<file path="src/verilog/regulator_output_config_pkg.sv">
// Package with offsets, field positions and codes of the regulator output configuration bank.
package regulator_output_config_pkg;
   localparam int ADDR_W = 8;
   localparam int DATA_W = 8;
   localparam int REG_COUNT = 8;
   localparam int INDEX_W = 3;
   localparam logic [7:0] BASE_OFFSET = 8'h04;
   localparam logic [7:0] BUCKBOOST_ONE_VOLTAGE_OFS = 8'h04;
   localparam logic [7:0] BUCKBOOST_ONE_CONFIG_OFS = 8'h05;
   localparam logic [7:0] BUCKBOOST_TWO_VOLTAGE_OFS = 8'h06;
   localparam logic [7:0] BUCKBOOST_TWO_CONFIG_OFS = 8'h07;
   localparam logic [7:0] LINEAR_ONE_VOLTAGE_OFS = 8'h08;
   localparam logic [7:0] LINEAR_ONE_CONFIG_OFS = 8'h09;
   localparam logic [7:0] LINEAR_TWO_VOLTAGE_OFS = 8'h0a;
   localparam logic [7:0] LINEAR_TWO_CONFIG_OFS = 8'h0b;
   localparam logic [7:0] LAST_OFFSET = 8'h0b;
   // Register indices inside the bank memory.
   localparam logic [2:0] IDX_BB1_V = 3'h0;
   localparam logic [2:0] IDX_BB1_C = 3'h1;
   localparam logic [2:0] IDX_BB2_V = 3'h2;
   localparam logic [2:0] IDX_BB2_C = 3'h3;
   localparam logic [2:0] IDX_L1_V = 3'h4;
   localparam logic [2:0] IDX_L1_C = 3'h5;
   localparam logic [2:0] IDX_L2_V = 3'h6;
   localparam logic [2:0] IDX_L2_C = 3'h7;
   // Writable bit masks; voltage registers keep bits 5:0, reserved bits read zero.
   localparam logic [7:0] VOLTAGE_MASK = 8'h3f;
   localparam logic [7:0] BB_CONFIG_MASK = 8'he8;
   localparam logic [7:0] L1_CONFIG_MASK = 8'hf1;
   localparam logic [7:0] L2_CONFIG_MASK = 8'he1;
   localparam logic [7:0] REG_RESET = 8'h00;
   // Field positions.
   localparam int EN_HI = 7;
   localparam int EN_LO = 6;
   localparam int PASSIVE_DSC_BIT = 5;
   localparam int ACTIVE_DSC_BIT = 4;
   localparam int RAMP_DIS_BIT = 3;
   localparam int FUNC_SEL_BIT = 0;
   localparam int VCODE_HI = 5;
   localparam int VCODE_LO = 0;
   typedef enum logic [1:0] {
      EN_OFF = 2'h0,
      EN_ON = 2'h1,
      EN_PIN_LOW = 2'h2,
      EN_PIN_HIGH = 2'h3
   } enable_select_t;
endpackage

</file>
<file path="src/verilog/config_reg_mem.sv">
// Small register memory holding the eight configuration bytes, with registered read data.
`timescale 1ns/100ps
module config_reg_mem
   import regulator_output_config_pkg::*;
(
   input wire logic ref_clk, // Register clock.
   input wire logic rst_n, // Asynchronous reset, active low.
   input wire logic wr_en, // Write strobe, one cycle.
   input wire logic [INDEX_W-1:0] wr_index, // Write index.
   input wire logic [DATA_W-1:0] wr_data, // Masked write data.
   input wire logic [INDEX_W-1:0] rd_index, // Read index.
   output logic [DATA_W-1:0] rd_data, // Registered read data.
   output logic [REG_COUNT*DATA_W-1:0] all_regs // Every stored byte, flattened.
);
   logic [DATA_W-1:0] mem_ff [REG_COUNT];
   logic [DATA_W-1:0] rd_data_ff;

   genvar gi;
   generate
      for (gi = 0; gi < REG_COUNT; gi++) begin : g_cell
         always_ff @(posedge ref_clk or negedge rst_n) begin
            if (!rst_n) begin
               mem_ff[gi] <= REG_RESET;
            end else if (wr_en && wr_index == INDEX_W'(gi)) begin
               mem_ff[gi] <= wr_data;
            end
         end
         assign all_regs[gi*DATA_W +: DATA_W] = mem_ff[gi];
      end
   endgenerate

   always_ff @(posedge ref_clk or negedge rst_n) begin
      if (!rst_n) begin
         rd_data_ff <= REG_RESET;
      end else begin
         rd_data_ff <= mem_ff[rd_index];
      end
   end
   assign rd_data = rd_data_ff;
endmodule // config_reg_mem

</file>
<file path="src/verilog/regulator_output_config_bank.sv">
// Configuration register bank for two buck-boost and two linear regulator outputs.
//
// Function
// - Buck-boost one enable: 00 off, 01 on, 10 on while control pin low.
// - Buck-boost one enable code 11: on only while control pin high.
// - Buck-boost two enable bits 7:6 decode off, on, pin low, pin high.
// - Buck-boost one passive discharge bit set discharges output while it is off.
// - Buck-boost two passive discharge bit set discharges output while it is off.
// - Linear regulators: bit 5 set discharges the output while it is off.
// - Buck-boost one ramp-disable set applies new voltage at once, else ramps.
// - Buck-boost two ramp-disable set applies new voltage at once, else ramps.
// - Linear one bit 0: zero regulator, one load switch.
// - Linear two bit 0: zero regulator, one load switch.
`timescale 1ns/100ps
module regulator_output_config_bank
   import regulator_output_config_pkg::*;
(
   input wire logic ref_clk, // Serial interface clock, 20 MHz.
   input wire logic rst_n, // Power-on reset, active low.
   input wire logic reg_wr, // Register write strobe from the serial front end.
   input wire logic reg_rd, // Register read strobe from the serial front end.
   input wire logic [ADDR_W-1:0] reg_addr, // Register address.
   input wire logic [DATA_W-1:0] reg_wdata, // Write data.
   output logic [DATA_W-1:0] reg_rdata, // Read data, valid with reg_rvalid.
   output logic reg_rvalid, // Read data valid pulse.
   input wire logic multipurpose_control_pin, // Control pin level, synchronous.
   output logic buckboost_one_on, // Buck-boost one output enabled.
   output logic buckboost_two_on, // Buck-boost two output enabled.
   output logic linear_one_on, // Linear one output enabled.
   output logic linear_two_on, // Linear two output enabled.
   output logic buckboost_one_discharge, // Buck-boost one passive discharge applied.
   output logic buckboost_two_discharge, // Buck-boost two passive discharge applied.
   output logic linear_one_discharge, // Linear one passive discharge applied.
   output logic linear_two_discharge, // Linear two passive discharge applied.
   output logic linear_one_active_discharge, // Linear one active discharge setting.
   output logic [5:0] buckboost_one_voltage_code, // Buck-boost one target code.
   output logic [5:0] buckboost_two_voltage_code, // Buck-boost two target code.
   output logic [5:0] linear_one_voltage_code, // Linear one target code.
   output logic [5:0] linear_two_voltage_code, // Linear two target code.
   output logic buckboost_one_ramp_disable, // Buck-boost one immediate transition.
   output logic buckboost_two_ramp_disable, // Buck-boost two immediate transition.
   output logic buckboost_one_voltage_update, // Pulse: apply new code now, no ramp.
   output logic buckboost_two_voltage_update, // Pulse: apply new code now, no ramp.
   output logic linear_one_function_select, // Linear one: 0 regulator, 1 load switch.
   output logic linear_two_function_select // Linear two: 0 regulator, 1 load switch.
);
   function automatic logic addr_hit(input logic [ADDR_W-1:0] a);
      return (a >= BASE_OFFSET) && (a <= LAST_OFFSET);
   endfunction

   function automatic logic [INDEX_W-1:0] addr_index(input logic [ADDR_W-1:0] a);
      logic [ADDR_W-1:0] d;
      d = a - BASE_OFFSET;
      return d[INDEX_W-1:0];
   endfunction

   function automatic logic [DATA_W-1:0] write_mask(input logic [INDEX_W-1:0] i);
      logic [DATA_W-1:0] m;
      m = VOLTAGE_MASK;
      unique case (i)
         IDX_BB1_C, IDX_BB2_C: m = BB_CONFIG_MASK;
         IDX_L1_C: m = L1_CONFIG_MASK;
         IDX_L2_C: m = L2_CONFIG_MASK;
         default: m = VOLTAGE_MASK;
      endcase
      return m;
   endfunction

   // Decodes an enable field against the control pin level.
   function automatic logic enable_decode(input logic [1:0] sel, input logic pin);
      logic on;
      on = 1'b0;
      unique case (enable_select_t'(sel))
         EN_OFF: on = 1'b0;
         EN_ON: on = 1'b1;
         EN_PIN_LOW: on = ~pin;
         EN_PIN_HIGH: on = pin;
      endcase
      return on;
   endfunction

   logic wr_hit;
   logic [INDEX_W-1:0] wr_index;
   logic [DATA_W-1:0] wr_data;
   logic [DATA_W-1:0] mem_rdata;
   logic [REG_COUNT*DATA_W-1:0] all_regs;
   logic rd_pending_ff;
   logic rd_hit_ff;
   logic [DATA_W-1:0] reg_rdata_ff;
   logic reg_rvalid_ff;
   logic [DATA_W-1:0] bb1_v, bb1_c, bb2_v, bb2_c, l1_v, l1_c, l2_v, l2_c;
   logic nxt_bb1_on, nxt_bb2_on, nxt_l1_on, nxt_l2_on;
   logic [3:0] on_ff;
   logic [3:0] dsc_ff;
   logic l1_adsc_ff;
   logic [5:0] vcode_ff [4];
   logic [1:0] ramp_dis_ff;
   logic [1:0] upd_ff;
   logic [1:0] func_ff;

   assign wr_hit = reg_wr && addr_hit(reg_addr);
   assign wr_index = addr_index(reg_addr);
   // reserved bits zero: only documented fields are stored.
   assign wr_data = reg_wdata & write_mask(wr_index);

   config_reg_mem u_mem (
      .ref_clk(ref_clk),
      .rst_n(rst_n),
      .wr_en(wr_hit),
      .wr_index(wr_index),
      .wr_data(wr_data),
      .rd_index(addr_index(reg_addr)),
      .rd_data(mem_rdata),
      .all_regs(all_regs)
   );

   assign bb1_v = all_regs[IDX_BB1_V*DATA_W +: DATA_W];
   assign bb1_c = all_regs[IDX_BB1_C*DATA_W +: DATA_W];
   assign bb2_v = all_regs[IDX_BB2_V*DATA_W +: DATA_W];
   assign bb2_c = all_regs[IDX_BB2_C*DATA_W +: DATA_W];
   assign l1_v = all_regs[IDX_L1_V*DATA_W +: DATA_W];
   assign l1_c = all_regs[IDX_L1_C*DATA_W +: DATA_W];
   assign l2_v = all_regs[IDX_L2_V*DATA_W +: DATA_W];
   assign l2_c = all_regs[IDX_L2_C*DATA_W +: DATA_W];

   // Read takes two cycles because the memory registers its data; unmapped reads return zero.
   always_ff @(posedge ref_clk or negedge rst_n) begin
      if (!rst_n) begin
         rd_pending_ff <= 1'b0;
         rd_hit_ff <= 1'b0;
      end else begin
         rd_pending_ff <= reg_rd;
         rd_hit_ff <= addr_hit(reg_addr);
      end
   end

   always_ff @(posedge ref_clk or negedge rst_n) begin
      if (!rst_n) begin
         reg_rdata_ff <= REG_RESET;
         reg_rvalid_ff <= 1'b0;
      end else begin
         reg_rvalid_ff <= rd_pending_ff;
         if (rd_pending_ff) begin
            reg_rdata_ff <= rd_hit_ff ? mem_rdata : REG_RESET;
         end
      end
   end

   always_comb begin
      nxt_bb1_on = enable_decode(bb1_c[EN_HI:EN_LO], multipurpose_control_pin);
      nxt_bb2_on = enable_decode(bb2_c[EN_HI:EN_LO], multipurpose_control_pin);
      nxt_l1_on = enable_decode(l1_c[EN_HI:EN_LO], multipurpose_control_pin);
      nxt_l2_on = enable_decode(l2_c[EN_HI:EN_LO], multipurpose_control_pin);
   end

   always_ff @(posedge ref_clk or negedge rst_n) begin
      if (!rst_n) begin
         on_ff <= 4'h0;
      end else begin
         on_ff <= {nxt_l2_on, nxt_l1_on, nxt_bb2_on, nxt_bb1_on};
      end
   end

   // Discharge follows the same decoded enable, so it never overlaps a live output.
   always_ff @(posedge ref_clk or negedge rst_n) begin
      if (!rst_n) begin
         dsc_ff <= 4'h0;
         l1_adsc_ff <= 1'b0;
      end else begin
         dsc_ff[0] <= bb1_c[PASSIVE_DSC_BIT] & ~nxt_bb1_on;
         dsc_ff[1] <= bb2_c[PASSIVE_DSC_BIT] & ~nxt_bb2_on;
         dsc_ff[2] <= l1_c[PASSIVE_DSC_BIT] & ~nxt_l1_on;
         dsc_ff[3] <= l2_c[PASSIVE_DSC_BIT] & ~nxt_l2_on;
         l1_adsc_ff <= l1_c[ACTIVE_DSC_BIT];
      end
   end

   // A buck-boost voltage write that changes the code with ramp-disable set is flagged one cycle after it lands, when the stored code is visible.
   always_ff @(posedge ref_clk or negedge rst_n) begin
      if (!rst_n) begin
         for (int i = 0; i < 4; i++) begin
            vcode_ff[i] <= 6'h00;
         end
         ramp_dis_ff <= 2'h0;
         upd_ff <= 2'h0;
      end else begin
         vcode_ff[0] <= bb1_v[VCODE_HI:VCODE_LO];
         vcode_ff[1] <= bb2_v[VCODE_HI:VCODE_LO];
         vcode_ff[2] <= l1_v[VCODE_HI:VCODE_LO];
         vcode_ff[3] <= l2_v[VCODE_HI:VCODE_LO];
         ramp_dis_ff[0] <= bb1_c[RAMP_DIS_BIT];
         upd_ff[0] <= bb1_c[RAMP_DIS_BIT] && (bb1_v[VCODE_HI:VCODE_LO] != vcode_ff[0]);
         ramp_dis_ff[1] <= bb2_c[RAMP_DIS_BIT];
         upd_ff[1] <= bb2_c[RAMP_DIS_BIT] && (bb2_v[VCODE_HI:VCODE_LO] != vcode_ff[1]);
      end
   end

   always_ff @(posedge ref_clk or negedge rst_n) begin
      if (!rst_n) begin
         func_ff <= 2'h0;
      end else begin
         func_ff[0] <= l1_c[FUNC_SEL_BIT];
         func_ff[1] <= l2_c[FUNC_SEL_BIT];
      end
   end

   assign reg_rdata = reg_rdata_ff;
   assign reg_rvalid = reg_rvalid_ff;
   assign buckboost_one_on = on_ff[0];
   assign buckboost_two_on = on_ff[1];
   assign linear_one_on = on_ff[2];
   assign linear_two_on = on_ff[3];
   assign buckboost_one_discharge = dsc_ff[0];
   assign buckboost_two_discharge = dsc_ff[1];
   assign linear_one_discharge = dsc_ff[2];
   assign linear_two_discharge = dsc_ff[3];
   assign linear_one_active_discharge = l1_adsc_ff;
   assign buckboost_one_voltage_code = vcode_ff[0];
   assign buckboost_two_voltage_code = vcode_ff[1];
   assign linear_one_voltage_code = vcode_ff[2];
   assign linear_two_voltage_code = vcode_ff[3];
   assign buckboost_one_ramp_disable = ramp_dis_ff[0];
   assign buckboost_two_ramp_disable = ramp_dis_ff[1];
   assign buckboost_one_voltage_update = upd_ff[0];
   assign buckboost_two_voltage_update = upd_ff[1];
   assign linear_one_function_select = func_ff[0];
   assign linear_two_function_select = func_ff[1];
endmodule // regulator_output_config_bank

</file>
<file path="config.mk">
export PLATFORM = sky130hd
export DESIGN_NAME = regulator_output_config_bank
export DESIGN_NICKNAME = d
export VERILOG_FILES = /design/src/verilog/regulator_output_config_pkg.sv /design/src/verilog/config_reg_mem.sv /design/src/verilog/regulator_output_config_bank.sv
export SDC_FILE = /design/constraint.sdc
export NUM_CORES = 1
export LEC_CHECK = 0
export BUFFER_PORTS_ARGS = -buffer_cell sky130_fd_sc_hd__buf_2
export CAP_MARGIN = 10
export CORE_MARGIN = 1.5
export CORE_UTILIZATION = 40
export DETAILED_ROUTE_END_ITERATION = 7
export PLACE_DENSITY = 0.57
export RECOVER_POWER = 50
export SYNTH_ARGS = -nofsm -noshare
export SYNTH_HDL_FRONTEND = slang
export SYNTH_SLANG_ARGS = --single-unit
</file>
<file path="constraint.sdc">
create_clock -name ref_clk -period 1.2 [get_ports ref_clk]
set_input_delay 0.12 -clock ref_clk [delete_from_list [all_inputs] [get_ports ref_clk]]
set_output_delay 0.12 -clock ref_clk [all_outputs]
set_load 0.1 [all_outputs]
</file>
==> results.ini, run 1 <==
[worst_hold_path]
hp-start = reg_addr[6]
hold_end = rd_hit_ff$_DFF_PN0_
holdPathStages = 3
hp-class = primary input to flop

[floorplanning]
fp.dieH_um = 112
die_area_um2 = 12500
core_um2 = 11500
initial_core_util_pct = 41.2
dieWidth_um = 112
num_rows = 39
io-pin-count = 69

[yosys]
yosys.area_share.simple_pct = 11.2
synthesis.nets = 339
synthCells = 318
yosys-top-cells-area = dfrtp_1 (65%), mux2_2 (9.5%), mux4_2 (7.6%)
synth_top_family_by_area = multiplexers
avgSynthCellArea_um2 = 14.9
ys_types = 28
muxShareOfSynthArea_pct = 17.4
synth_ff_type = dfrtp_1
yosysTopAreaCell = dfrtp_1
synth_xor_area_share_pct = 2.96
async_reset_ff_share_pct = 100
synth-adder-area-share_pct = 0
syn_area_um2 = 4730
yosys-top-cells-count = dfrtp_1 (122), mux2_2 (40), nand2_1 (24)
yosys.area.top_type_share_pct = 64.6
yosysMostFrequentCell = dfrtp_1
synth_seq_cells = 122
ys_seq_area_share_pct = 64.6
ys_warn_count = 0
synth_compound_area_share_pct = 1.80
synth_edf_count = 0

[power_and_ir_drop]
power_switching_mw = 2.55
sw_frac_of_total_pct = 23.7
p_leak_nw = 3.38
powerDensity_nw_per_um2 = 1530
clkPwrFrac_pct = 49.7
ir_worst_vdd_v = 0.000975
p_total_mw = 10.8
seq_power_share_pct = 40.2
pwr-share-comb_pct = 10.1
p_int_mw = 8.22

[setup_path]
crit_buf_inv = 2
worstSetupPathType = flop to primary output
required_ns = 1.08
crit_slowest_cell = dfrtp_4
critPathMaxFanout = 2
crit_cells = 2
slowest_delay_ns = 0.47
crit_family = flip-flops
end_kind = primary output
cp_data_arrival_time_ns = 1.15
start_kind = flop
r2r_cells = 4
rr_startpoint = buckboost_two_voltage_code[0]$_DFF_PN0_
r2r_end = upd_ff[1]$_DFF_PN0_
r2r_setup_slack_ns = -0.02
crit_chain = buf_6 -> buf_12

[outcome]
status = complete, but fails checks
violations = negative setup slack

[sta]
finalMaxSlewViolations = 0
worst_slack_ns = -0.0687
hold_ws_ns = 0.0628
max_freq_ghz = 0.788
fin_skew_ns = 0.00782
setup_viol = 3
tightest_slew_ns = 0.909
min_period_over_period_pct = 106
fin_tns_setup_ns = -0.0897
rsz0062_at_grt = true
max-slew-margin-rel_pct = 38.8
min_period_ns = 1.27
hold_viol = 0

[layout]
antenna_cells = 0
syn_to_final_growth_pct = 49.0
nets = 471
drive_gt1_share_pct = 47.7
fin_cells = 606

[placement]
gp_congestion = 0.804
port_buffers = 68
dp_cells = 569
dp_hpwl_mm = 7.42

[drt]
dr.pass1.iters = 4
postRouteAntennaNets = 0
vias_per_cell = 4.85
drcViolationCount = 0
drt_iter0_drc = 108
vias = 2940
wl_per_cell_um = 16.8
wirelength_mm = 10.2

[clock_network]
cts-root-buf = clkbuf_16
clock-sinks = 122
cts_tree = yes
clk_pin_slew_ns = 0.06
clock_latency_ns = 0.41
htree_levels = 4
cts.path.max_buffers = 2
cts-buffers-inserted = 17

[global_route]
antenna_found_initial = 0
grt_pass1_wl_mm = 17.2
grt_pass1_vias = 3230
overflow = 0
grt_max_degree = 39
grt_use_total_pct = 18.1

[flow_run]
cap_viol_max_count = 0

## cell families (layout without fill, tap and decap cells)
kind of cell    after synthesis  count (layout)
flops                       122             122
simple gates                 86              86
mux                          57              57
buf+inv                      23             168
xor+xnor                     16              16
compound gates               14              14
## sequential cells by signal, indices dropped and copies added, names as in the netlist
| register | flops |
|---|---|
| reg_rvalid | 1 |
| u_mem.all_regs | 64 |
| buckboost_two_voltage_code | 6 |
| rd_pending_ff | 1 |
| linear_two_voltage_code | 6 |
| linear_one_voltage_code | 6 |
| buckboost_one_voltage_code | 6 |
| func_ff | 2 |
| linear_one_active_discharge | 1 |
| u_mem.rd_data | 8 |
| on_ff | 4 |
| ramp_dis_ff | 2 |
| reg_rdata | 8 |
| upd_ff | 2 |
| dsc_ff | 4 |
| rd_hit_ff | 1 |
## final cells by class
| class | count | area [um2] |
|---|---|---|
| clock buffers | 20 | 457 |
| clock inverters | 12 | 171 |
| fillers | 873 | 4420 |
| inverters | 14 | 52.6 |
| multi-input cells | 173 | 1650 |
| flip-flops and latches | 122 | 3080 |
| well taps | 143 | 179 |
| repair buffers | 122 | 1470 |
## worst max path at each step
stage                                            start                        endpoint  slack, ns
6_report       buckboost_two_voltage_code[0]$_DFF_PN0_   buckboost_two_voltage_code[0]      -0.07
5_1_grt        buckboost_two_voltage_code[0]$_DFF_PN0_   buckboost_two_voltage_code[0]      -0.10
4_1_cts        buckboost_two_voltage_code[0]$_DFF_PN0_   buckboost_two_voltage_code[0]      -0.09
3_5_place_dp                               reg_addr[7]  u_mem.all_regs[15]$_DFFE_PN0P_      -0.53
3_3_place_gp                               reg_addr[7]  u_mem.all_regs[13]$_DFFE_PN0P_      -0.47
2_1_floorplan                              reg_addr[7]  u_mem.all_regs[45]$_DFFE_PN0P_      -0.35
## through the flow
stage / area, um2 / utilization [%] / worst slack, ns
after floorplan: 4810 / - / -0.347
after global placement: 6380 / 55.6 / -0.473
after detailed placement: 6380 / 55.6 / -0.527
after CTS: 7100 / 61.9 / -0.0936
after global routing: 7050 / 61.5 / -0.101
final: 7050 / 61.5 / -0.0687
## power groups by stage
stage               Clock [mW]  Combinational [mW]  Sequential [mW]
floorplan                    0               0.242             4.72
global placement             0                1.09             4.40
detailed placement           0                1.10             4.40
CTS                       5.45                1.12             4.33
global route              5.62                1.15             4.34
finish                    5.36                1.09             4.33
## placed cells by master (no fill, tap or decap), types with 9 or more instances in the layout
| cell type | synthesis | routed |
|---|---|---|
| xnor2_1 | 12 | 11 |
| mux2_4 | 0 | 9 |
| dfrtp_1 | 122 | 110 |
| o21ai_0 | 9 | 9 |
| mux4_2 | 16 | 16 |
| clkbuf_16 | 0 | 17 |
| buf_2 | 4 | 19 |
| and2_1 | 11 | 11 |
| buf_12 | 0 | 49 |
| inv_1 | 13 | 13 |
| buf_4 | 0 | 39 |
| nor2b_1 | 14 | 14 |
| mux2_2 | 40 | 31 |
| nand2_1 | 24 | 24 |
## routing by layer
layer | vias up | share of wire (%) | routed length (um) | global-route usage, %
met2 | 73 | 49 | 4960 | 27.6
met3 | 12 | 4.2 | 427 | 4.95
li1 | 1366 | - | - | -
met4 | 0 | 1.5 | 157 | 7.09
met1 | 1489 | 46 | 4670 | 24.8
met5 | - | 0 | 0 | 0
## worst reg2reg max path, delay by kind of cell (launching register included)
family | cells | cell delay, ns
xor+xnor | 1 | 0.14
simple gates | 1 | 0.10
buf+inv | 1 | 0.16
flops | 1 | 0.47
compound gates | 1 | 0.24
## repair_timing
action	CTS	global route
setup endpoints to repair	19	22
hold buffers	2	0
resized for setup	12	3
pin swaps	2	3
endpoints found under the hold margin	123	0
buffers inserted	2	2
Note: power is estimated with default switching activity, not from simulation.
==> inputs of run 2 (changes only) <==
==> constraint.sdc (replaced) <==
create_clock -name ref_clk -period 1.3 [get_ports ref_clk]
set_input_delay 0.13 -clock ref_clk [delete_from_list [all_inputs] [get_ports ref_clk]]
set_output_delay 0.13 -clock ref_clk [all_outputs]
set_load 0.1 [all_outputs]
==> results.ini, run 2 (synthesized netlist as in run 1, its figures left out) <==
[outcome]
status = finished clean  ; was complete, but fails checks

[setup_path]
slowest_delay_ns = 0.42  ; was 0.47 ns
crit_slowest_cell = buf_2  ; was dfrtp_4
end_kind = primary output  ; unchanged
required_ns = 1.17  ; was 1.08 ns
critPathMaxFanout = 1  ; was 2
cp_data_arrival_time_ns = 1.14  ; was 1.15 ns
worstSetupPathType = flop to primary output  ; unchanged
crit_chain = buf_2  ; was buf_6 -> buf_12
crit_family = buffers and inverters  ; was flip-flops
crit_buf_inv = 1  ; was 2
start_kind = flop  ; unchanged

[clock_network]
cts_tree = yes  ; unchanged
clock_latency_ns = 0.41  ; about the same
cts.path.max_buffers = 2  ; unchanged
clock-sinks = 122  ; unchanged
htree_levels = 4  ; unchanged
cts_setup_buffers = 0  ; was 2
cts-root-buf = clkbuf_16  ; unchanged
clk_pin_slew_ns = 0.05  ; was 0.06 ns
cts-buffers-inserted = 17  ; unchanged

[placement]
port_buffers = 68  ; unchanged
gp_congestion = 0.805  ; was 0.804
dp_cells = 558  ; was 569
dp_hpwl_mm = 7.31  ; was 7.42 mm

[sta]
hold_viol = 0  ; unchanged
max_freq_ghz = 0.785
rsz0062_at_grt = false  ; was true
min_period_over_period_pct = 98.0
setup_viol = 0  ; was 3
finalMaxSlewViolations = 0  ; unchanged
fin_tns_setup_ns = 0  ; was -0.0897 ns
hold_ws_ns = 0.0787  ; was 0.0628 ns
min_period_ns = 1.27
max-slew-margin-rel_pct = 42.0  ; was 38.8%
fin_skew_ns = 0.00881  ; was 0.00782 ns
tightest_slew_ns = 0.863  ; was 0.909 ns

[flow_run]
cap_viol_max_count = 0  ; unchanged

[layout]
largest_reg_flops = 64  ; unchanged
syn_to_final_growth_pct = 32.5  ; was 49.0%
nets = 457  ; was 471
final_common_cell = dfrtp_1  ; unchanged
final_cell_mix = dfrtp_1 (113), buf_4 (51), mux2_2 (36), buf_2 (30), nand2_1 (24)  ; was dfrtp_1 (110), buf_12 (49), buf_4 (39), mux2_2 (31), nand2_1 (24)
drive_gt1_share_pct = 45.7  ; was 47.7%
fin_cells = 592  ; was 606
antenna_cells = 0  ; unchanged

[drt]
vias_per_cell = 4.89  ; was 4.85
drt_iter0_drc = 128  ; was 108
postRouteAntennaNets = 0  ; unchanged
wl_per_cell_um = 17.3  ; was 16.8 um
dr.pass1.iters = 4  ; unchanged
vias = 2896  ; was 2940
drcViolationCount = 0  ; unchanged
wirelength_mm = 10.3  ; was 10.2 mm

[floorplanning]
core_um2 = 11500  ; unchanged
io-pin-count = 69  ; unchanged
dieWidth_um = 112  ; unchanged
num_rows = 39  ; unchanged
initial_core_util_pct = 41.2  ; unchanged
fp.dieH_um = 112  ; unchanged
die_area_um2 = 12500  ; unchanged

[global_route]
grt_pass1_wl_mm = 17.1  ; was 17.2 mm
grt_max_degree = 36  ; was 39
grt_use_total_pct = 18.2  ; was 18.1%
antenna_found_initial = 0  ; unchanged
overflow = 0  ; unchanged
grt_pass1_vias = 3189  ; was 3230

[worst_hold_path]
hp-class = primary input to flop  ; unchanged

[power_and_ir_drop]
ir_worst_vdd_v = 0.000785  ; was 0.000975 V
powerDensity_nw_per_um2 = 1560  ; was 1530 nW/um2
p_leak_nw = 3.16  ; was 3.38 nW

-- run 2: final timing paths --
kind,from,endpoint,slack [ns],depth (start not counted)
worst min-delay path,reg_addr[6],rd_hit_ff$_DFF_PN0_,0.08,3
worst min register to register,u_mem.all_regs[49]$_DFFE_PN0P_,linear_two_voltage_code[1]$_DFF_PN0_,0.40,0
worst max-delay path,linear_one_voltage_code[0]$_DFF_PN0_,linear_one_voltage_code[0],0.03,1
max in group asynchronous,rst_n,on_ff[3]$_DFF_PN0_,0.22,3
min in group asynchronous,rst_n,buckboost_one_voltage_code[1]$_DFF_PN0_,0.10,2
worst max register to register,u_mem.all_regs[56]$_DFFE_PN0P_,u_mem.rd_data[0]$_DFF_PN0_,0.10,3
-- run 2: power breakdown --
part | internal (mW) | switching, mW
Combinational | 0.239 | 0.603
Sequential | 3.90 | 0.0697
Clock | 3.27 | 1.71
-- run 2: final cells by class --
class,instances,area (um2)
inverter,14,52.6
sequential,122,3060
clock buffer,19,443
clock inverter,13,191
fill,943,5200
tap,143,179
timing repair buffer,108,741
multi-input combinational,173,1600
-- run 2: stage by stage --
step / setup WS (ns) / power, mW / util (%) / area (um2)
floorplan: -0.257 / 4.57 / - / 4760
CTS: 0.000246 / 9.90 / 54.7 / 6280
global placement: -0.403 / 4.87 / 48.5 / 5570
detailed placement: -0.410 / 4.88 / 48.5 / 5570
finish: 0.0265 / 9.80 / 54.7 / 6270
global route: 0.000822 / 10.1 / 54.7 / 6270
-- run 2: layer usage --
metal	global-route usage [%]	part of all wire (%)	vias to the layer above
li1	-	-	1342
met1	24.3	45	1467
met2	29.1	50	74
met3	4.19	3.3	13
met4	7.17	1.5	0
met5	0	0	-
-- run 2: timing repair --
| item | in CTS | in global routing |
|---|---|---|
| resized for setup | 22 | 19 |
| endpoints found under the hold margin | 123 | 0 |
| hold buffers | 2 | 0 |
| endpoints found under the setup margin | 22 | 23 |
==> inputs of run 3 (changes only) <==
--- a/config.mk
+++ b/config.mk
@@ -14,4 +14,5 @@
 export RECOVER_POWER = 50
 export SYNTH_ARGS = -nofsm -noshare
 export SYNTH_HDL_FRONTEND = slang
+export SYNTH_HIERARCHICAL = 1
 export SYNTH_SLANG_ARGS = --single-unit
==> results.ini, run 3 <==
[drt]
drt_iter0_drc = 107  ; was 128
wl_per_cell_um = 17.3  ; about the same
postRouteAntennaNets = 0  ; unchanged
wirelength_mm = 10.6  ; was 10.3 mm
vias = 2955  ; was 2896
dr.pass1.iters = 4  ; unchanged
drcViolationCount = 0  ; unchanged
vias_per_cell = 4.83  ; was 4.89

[floorplanning]
die_area_um2 = 12800  ; was 12500 um2
initial_core_util_pct = 40.7  ; was 41.2%
fp.dieH_um = 113  ; was 112 um
dieWidth_um = 113  ; was 112 um
io-pin-count = 69  ; unchanged
core_um2 = 12000  ; was 11500 um2
num_rows = 40  ; was 39

[sta]
min_period_over_period_pct = 118  ; was 98.0%
min_period_ns = 1.53  ; was 1.27 ns
fin_skew_ns = 0.00502  ; was 0.00881 ns
max_freq_ghz = 0.652  ; was 0.785 GHz
finalMaxSlewViolations = 0  ; unchanged
rsz0062_at_grt = true  ; was false
worst_slack_ns = -0.234  ; was 0.0265 ns
hold_viol = 0  ; unchanged
tightest_slew_ns = 0.804  ; was 0.863 ns
setup_viol = 59  ; was 0
hold_ws_ns = 0.0767  ; was 0.0787 ns
max-slew-margin-rel_pct = 46.4  ; was 42.0%

[worst_hold_path]
hp-start = multipurpose_control_pin  ; was reg_addr[6]
holdPathStages = 3  ; unchanged
hold_end = on_ff[1]$_DFF_PN0_  ; was rd_hit_ff$_DFF_PN0_
hp-class = primary input to flop  ; unchanged

[setup_path]
end_kind = flop  ; was primary output
required_ns = 1.60  ; was 1.17 ns
start_kind = primary input  ; was flop
cp-startpoint = reg_addr[5]  ; was linear_one_voltage_code[0]$_DFF_PN0_
rr_startpoint = u_mem/all_regs[37]$_DFFE_PN0P_  ; was u_mem.all_regs[56]$_DFFE_PN0P_
r2r_setup_slack_ns = -0.01  ; was 0.10 ns
critPathMaxFanout = 8  ; was 1
r2r_cells = 2  ; was 3
r2r_end = u_mem/rd_data[5]$_DFF_PN0_  ; was u_mem.rd_data[0]$_DFF_PN0_
cp_data_arrival_time_ns = 1.83  ; was 1.14 ns
worstSetupPathType = primary input to flop  ; was flop to primary output

[outcome]
violations = negative setup slack
status = complete, but fails checks  ; was finished clean

[power_and_ir_drop]
p_leak_nw = 3.48  ; was 3.16 nW
clkPwrFrac_pct = 50.2  ; was 50.9%
ir_worst_vdd_v = 0.000818  ; was 0.000785 V
sw_frac_of_total_pct = 23.6  ; was 24.4%
powerDensity_nw_per_um2 = 1480  ; was 1560 nW/um2
seq_power_share_pct = 39.2  ; was 40.5%
p_int_mw = 7.82  ; was 7.41 mW
pwr-share-comb_pct = 10.6  ; was 8.6%
power_switching_mw = 2.42  ; was 2.39 mW

[global_route]
antenna_found_initial = 0  ; unchanged
grt_use_total_pct = 18.4  ; was 18.2%
overflow = 0  ; unchanged
grt_pass1_vias = 3244  ; was 3189
grt_use_met3_pct = 7.02  ; was 4.19%
busiest_layer = met2  ; unchanged
grt_pass1_wl_mm = 17.4  ; was 17.1 mm
grt_use_met2_pct = 27.7  ; was 29.1%
grt_max_degree = 32  ; was 36
grt.met1_usage_pct = 24.8  ; was 24.3%

[flow_run]
cap_viol_max_count = 0  ; unchanged

[yosys]
ys_types = 25  ; was 28
synth_ff_type = dfrtp_1  ; unchanged
yosys-top-cells-area = dfrtp_1 (63%), mux2_2 (17%), mux4_1 (8.1%)  ; was dfrtp_1 (65%), mux2_2 (9.5%), mux4_2 (7.6%)
synthesis.nets = 322  ; was 339
yosysTopAreaCell = dfrtp_1  ; unchanged
yosysMostFrequentCell = dfrtp_1  ; unchanged
syn_area_um2 = 4870  ; was 4730 um2
synth_top_family_by_area = multiplexers  ; unchanged
yosys-top-cells-count = dfrtp_1 (122), mux2_2 (72), mux4_1 (15)  ; was dfrtp_1 (122), mux2_2 (40), nand2_1 (24)
yosys.area.top_type_share_pct = 62.7  ; was 64.6%
ys_warn_count = 6  ; was 0
synth_seq_cells = 122  ; unchanged
synth_xor_area_share_pct = 3.06  ; was 2.96%
async_reset_ff_share_pct = 100  ; unchanged
synth-adder-area-share_pct = 0  ; unchanged
muxShareOfSynthArea_pct = 25.2  ; was 17.4%
synth_compound_area_share_pct = 1.59  ; was 1.80%
synth_edf_count = 0  ; unchanged
ys_seq_area_share_pct = 62.7  ; was 64.6%
synthCells = 301  ; was 318
avgSynthCellArea_um2 = 16.2  ; was 14.9 um2
yosys.area_share.simple_pct = 4.68  ; was 11.2%

[layout]
final_common_cell = dfrtp_1  ; unchanged
final_area_um2 = 6930  ; was 6270 um2
antenna_cells = 0  ; unchanged
nets = 473  ; was 457
final_cell_mix = dfrtp_1 (110), buf_4 (101), mux2_4 (36), mux2_2 (36), buf_2 (18)  ; was dfrtp_1 (113), buf_4 (51), mux2_2 (36), buf_2 (30), nand2_1 (24)
drive_gt1_share_pct = 60.4  ; was 45.7%
fin_cells = 612  ; was 592
syn_to_final_growth_pct = 42.3  ; was 32.5%
largest_reg_flops = 64  ; unchanged

[clock_network]
cts-buffers-inserted = 17  ; unchanged
cts-root-buf = clkbuf_16  ; unchanged
cts_tree = yes  ; unchanged
clk_pin_slew_ns = 0.05  ; about the same
cts.path.max_buffers = 2  ; unchanged
htree_levels = 4  ; unchanged
clock-sinks = 122  ; unchanged
clock_latency_ns = 0.42  ; was 0.41 ns

[placement]
dp_cells = 575  ; was 558
dp_hpwl_mm = 7.15  ; was 7.31 mm
port_buffers = 68  ; unchanged
gp_congestion = 0.742  ; was 0.805
placed_cell_area_um2 = 6070  ; was 5570 um2

==> run 3: cell types whose count changed after synthesis, moves of 2 or more <==
cell / change
and2b_1: -5
nand4b_1: +3
nand2_1: -24
mux4_1: +15
buf_2: +3
and2_1: -7
mux4_2: -15
nor2b_1: -12
nor4_4: -4
nand2b_1: -2
nor4bb_1: +3
mux2_2: +32
nand4_1: -3
==> run 3: how the worst max path moves through the flow <==
stage                                          end  slack (ns)  depth (start not counted)
floorplan            u_mem/all_regs[5]$_DFFE_PN0P_       -0.62                          6
global placement    u_mem/all_regs[21]$_DFFE_PN0P_       -0.78                          7
detailed placement  u_mem/all_regs[21]$_DFFE_PN0P_       -0.79                          7
CTS                 u_mem/all_regs[38]$_DFFE_PN0P_       -0.19                          7
global route        u_mem/all_regs[36]$_DFFE_PN0P_       -0.29                          7
finish              u_mem/all_regs[39]$_DFFE_PN0P_       -0.23                          7
==> run 3: layout make-up <==
type                    instances  area [um2]
inverters                      13        48.8
flip-flops and latches        122        3070
multi-input cells             152        1810
clock buffers                  19         453
fillers                       967        5030
well taps                     147         184
clock inverters                13         198
repair buffers                146        1170
==> run 3: power groups by stage <==
stage | Combinational, mW | Sequential, mW | Clock (mW)
6_report | 1.09 | 4.01 | 5.14
4_1_cts | 1.09 | 4.01 | 5.24
3_5_place_dp | 1.03 | 4.07 | 0
2_1_floorplan | 0.264 | 4.43 | 0
3_3_place_gp | 1.02 | 4.07 | 0
5_1_grt | 1.16 | 4.03 | 5.42
==> run 3: critical path, stage by stage <==
cell and delay (ns):
buf_6 0.09, or4_4 0.54, nor2_4 0.10, and2_4 0.18, nor4bb_2 0.21, buf_4 0.26, mux2_4 0.32
==> run 3: repair_timing <==
item / in CTS / in global routing
pin swaps: 3 / 1
hold endpoints to repair: 51 / 0
setup endpoints to repair: 109 / 81
buffers inserted: 3 / 0
gates resized for setup: 70 / 17
hold buffers: 2 / 0
==> run 3: cells by family after synthesis <==
kind of cell	count (synthesis)
xor gates and xnor gates	17
and+or+nand+nor	34
AOI/OAI and AO/OA	13
muxes	88
buffers and inverters	27
DFF	122
==> run 3: per-layer routing <==
layer / vias up / wire length [um] / share of wire, %
met4: 0 / 77 / 0.73
met5: - / 0 / 0
li1: 1383 / - / -
met2: 65 / 5110 / 48
met1: 1501 / 4970 / 47
met3: 6 / 419 / 4.0
==> run 3: through the flow <==
| stage | worst slack, ns | setup TNS, ns | utilization (%) | total power [mW] |
|---|---|---|---|---|
| floorplan | -0.621 | -33.94 | - | 4.70 |
| global placement | -0.779 | -45.62 | 50.7 | 5.09 |
| detailed placement | -0.786 | -46.70 | 50.7 | 5.10 |
| CTS | -0.190 | -8.92 | 57.7 | 10.3 |
| global route | -0.295 | -13.31 | 57.9 | 10.6 |
| finish | -0.234 | -10.75 | 57.9 | 10.2 |
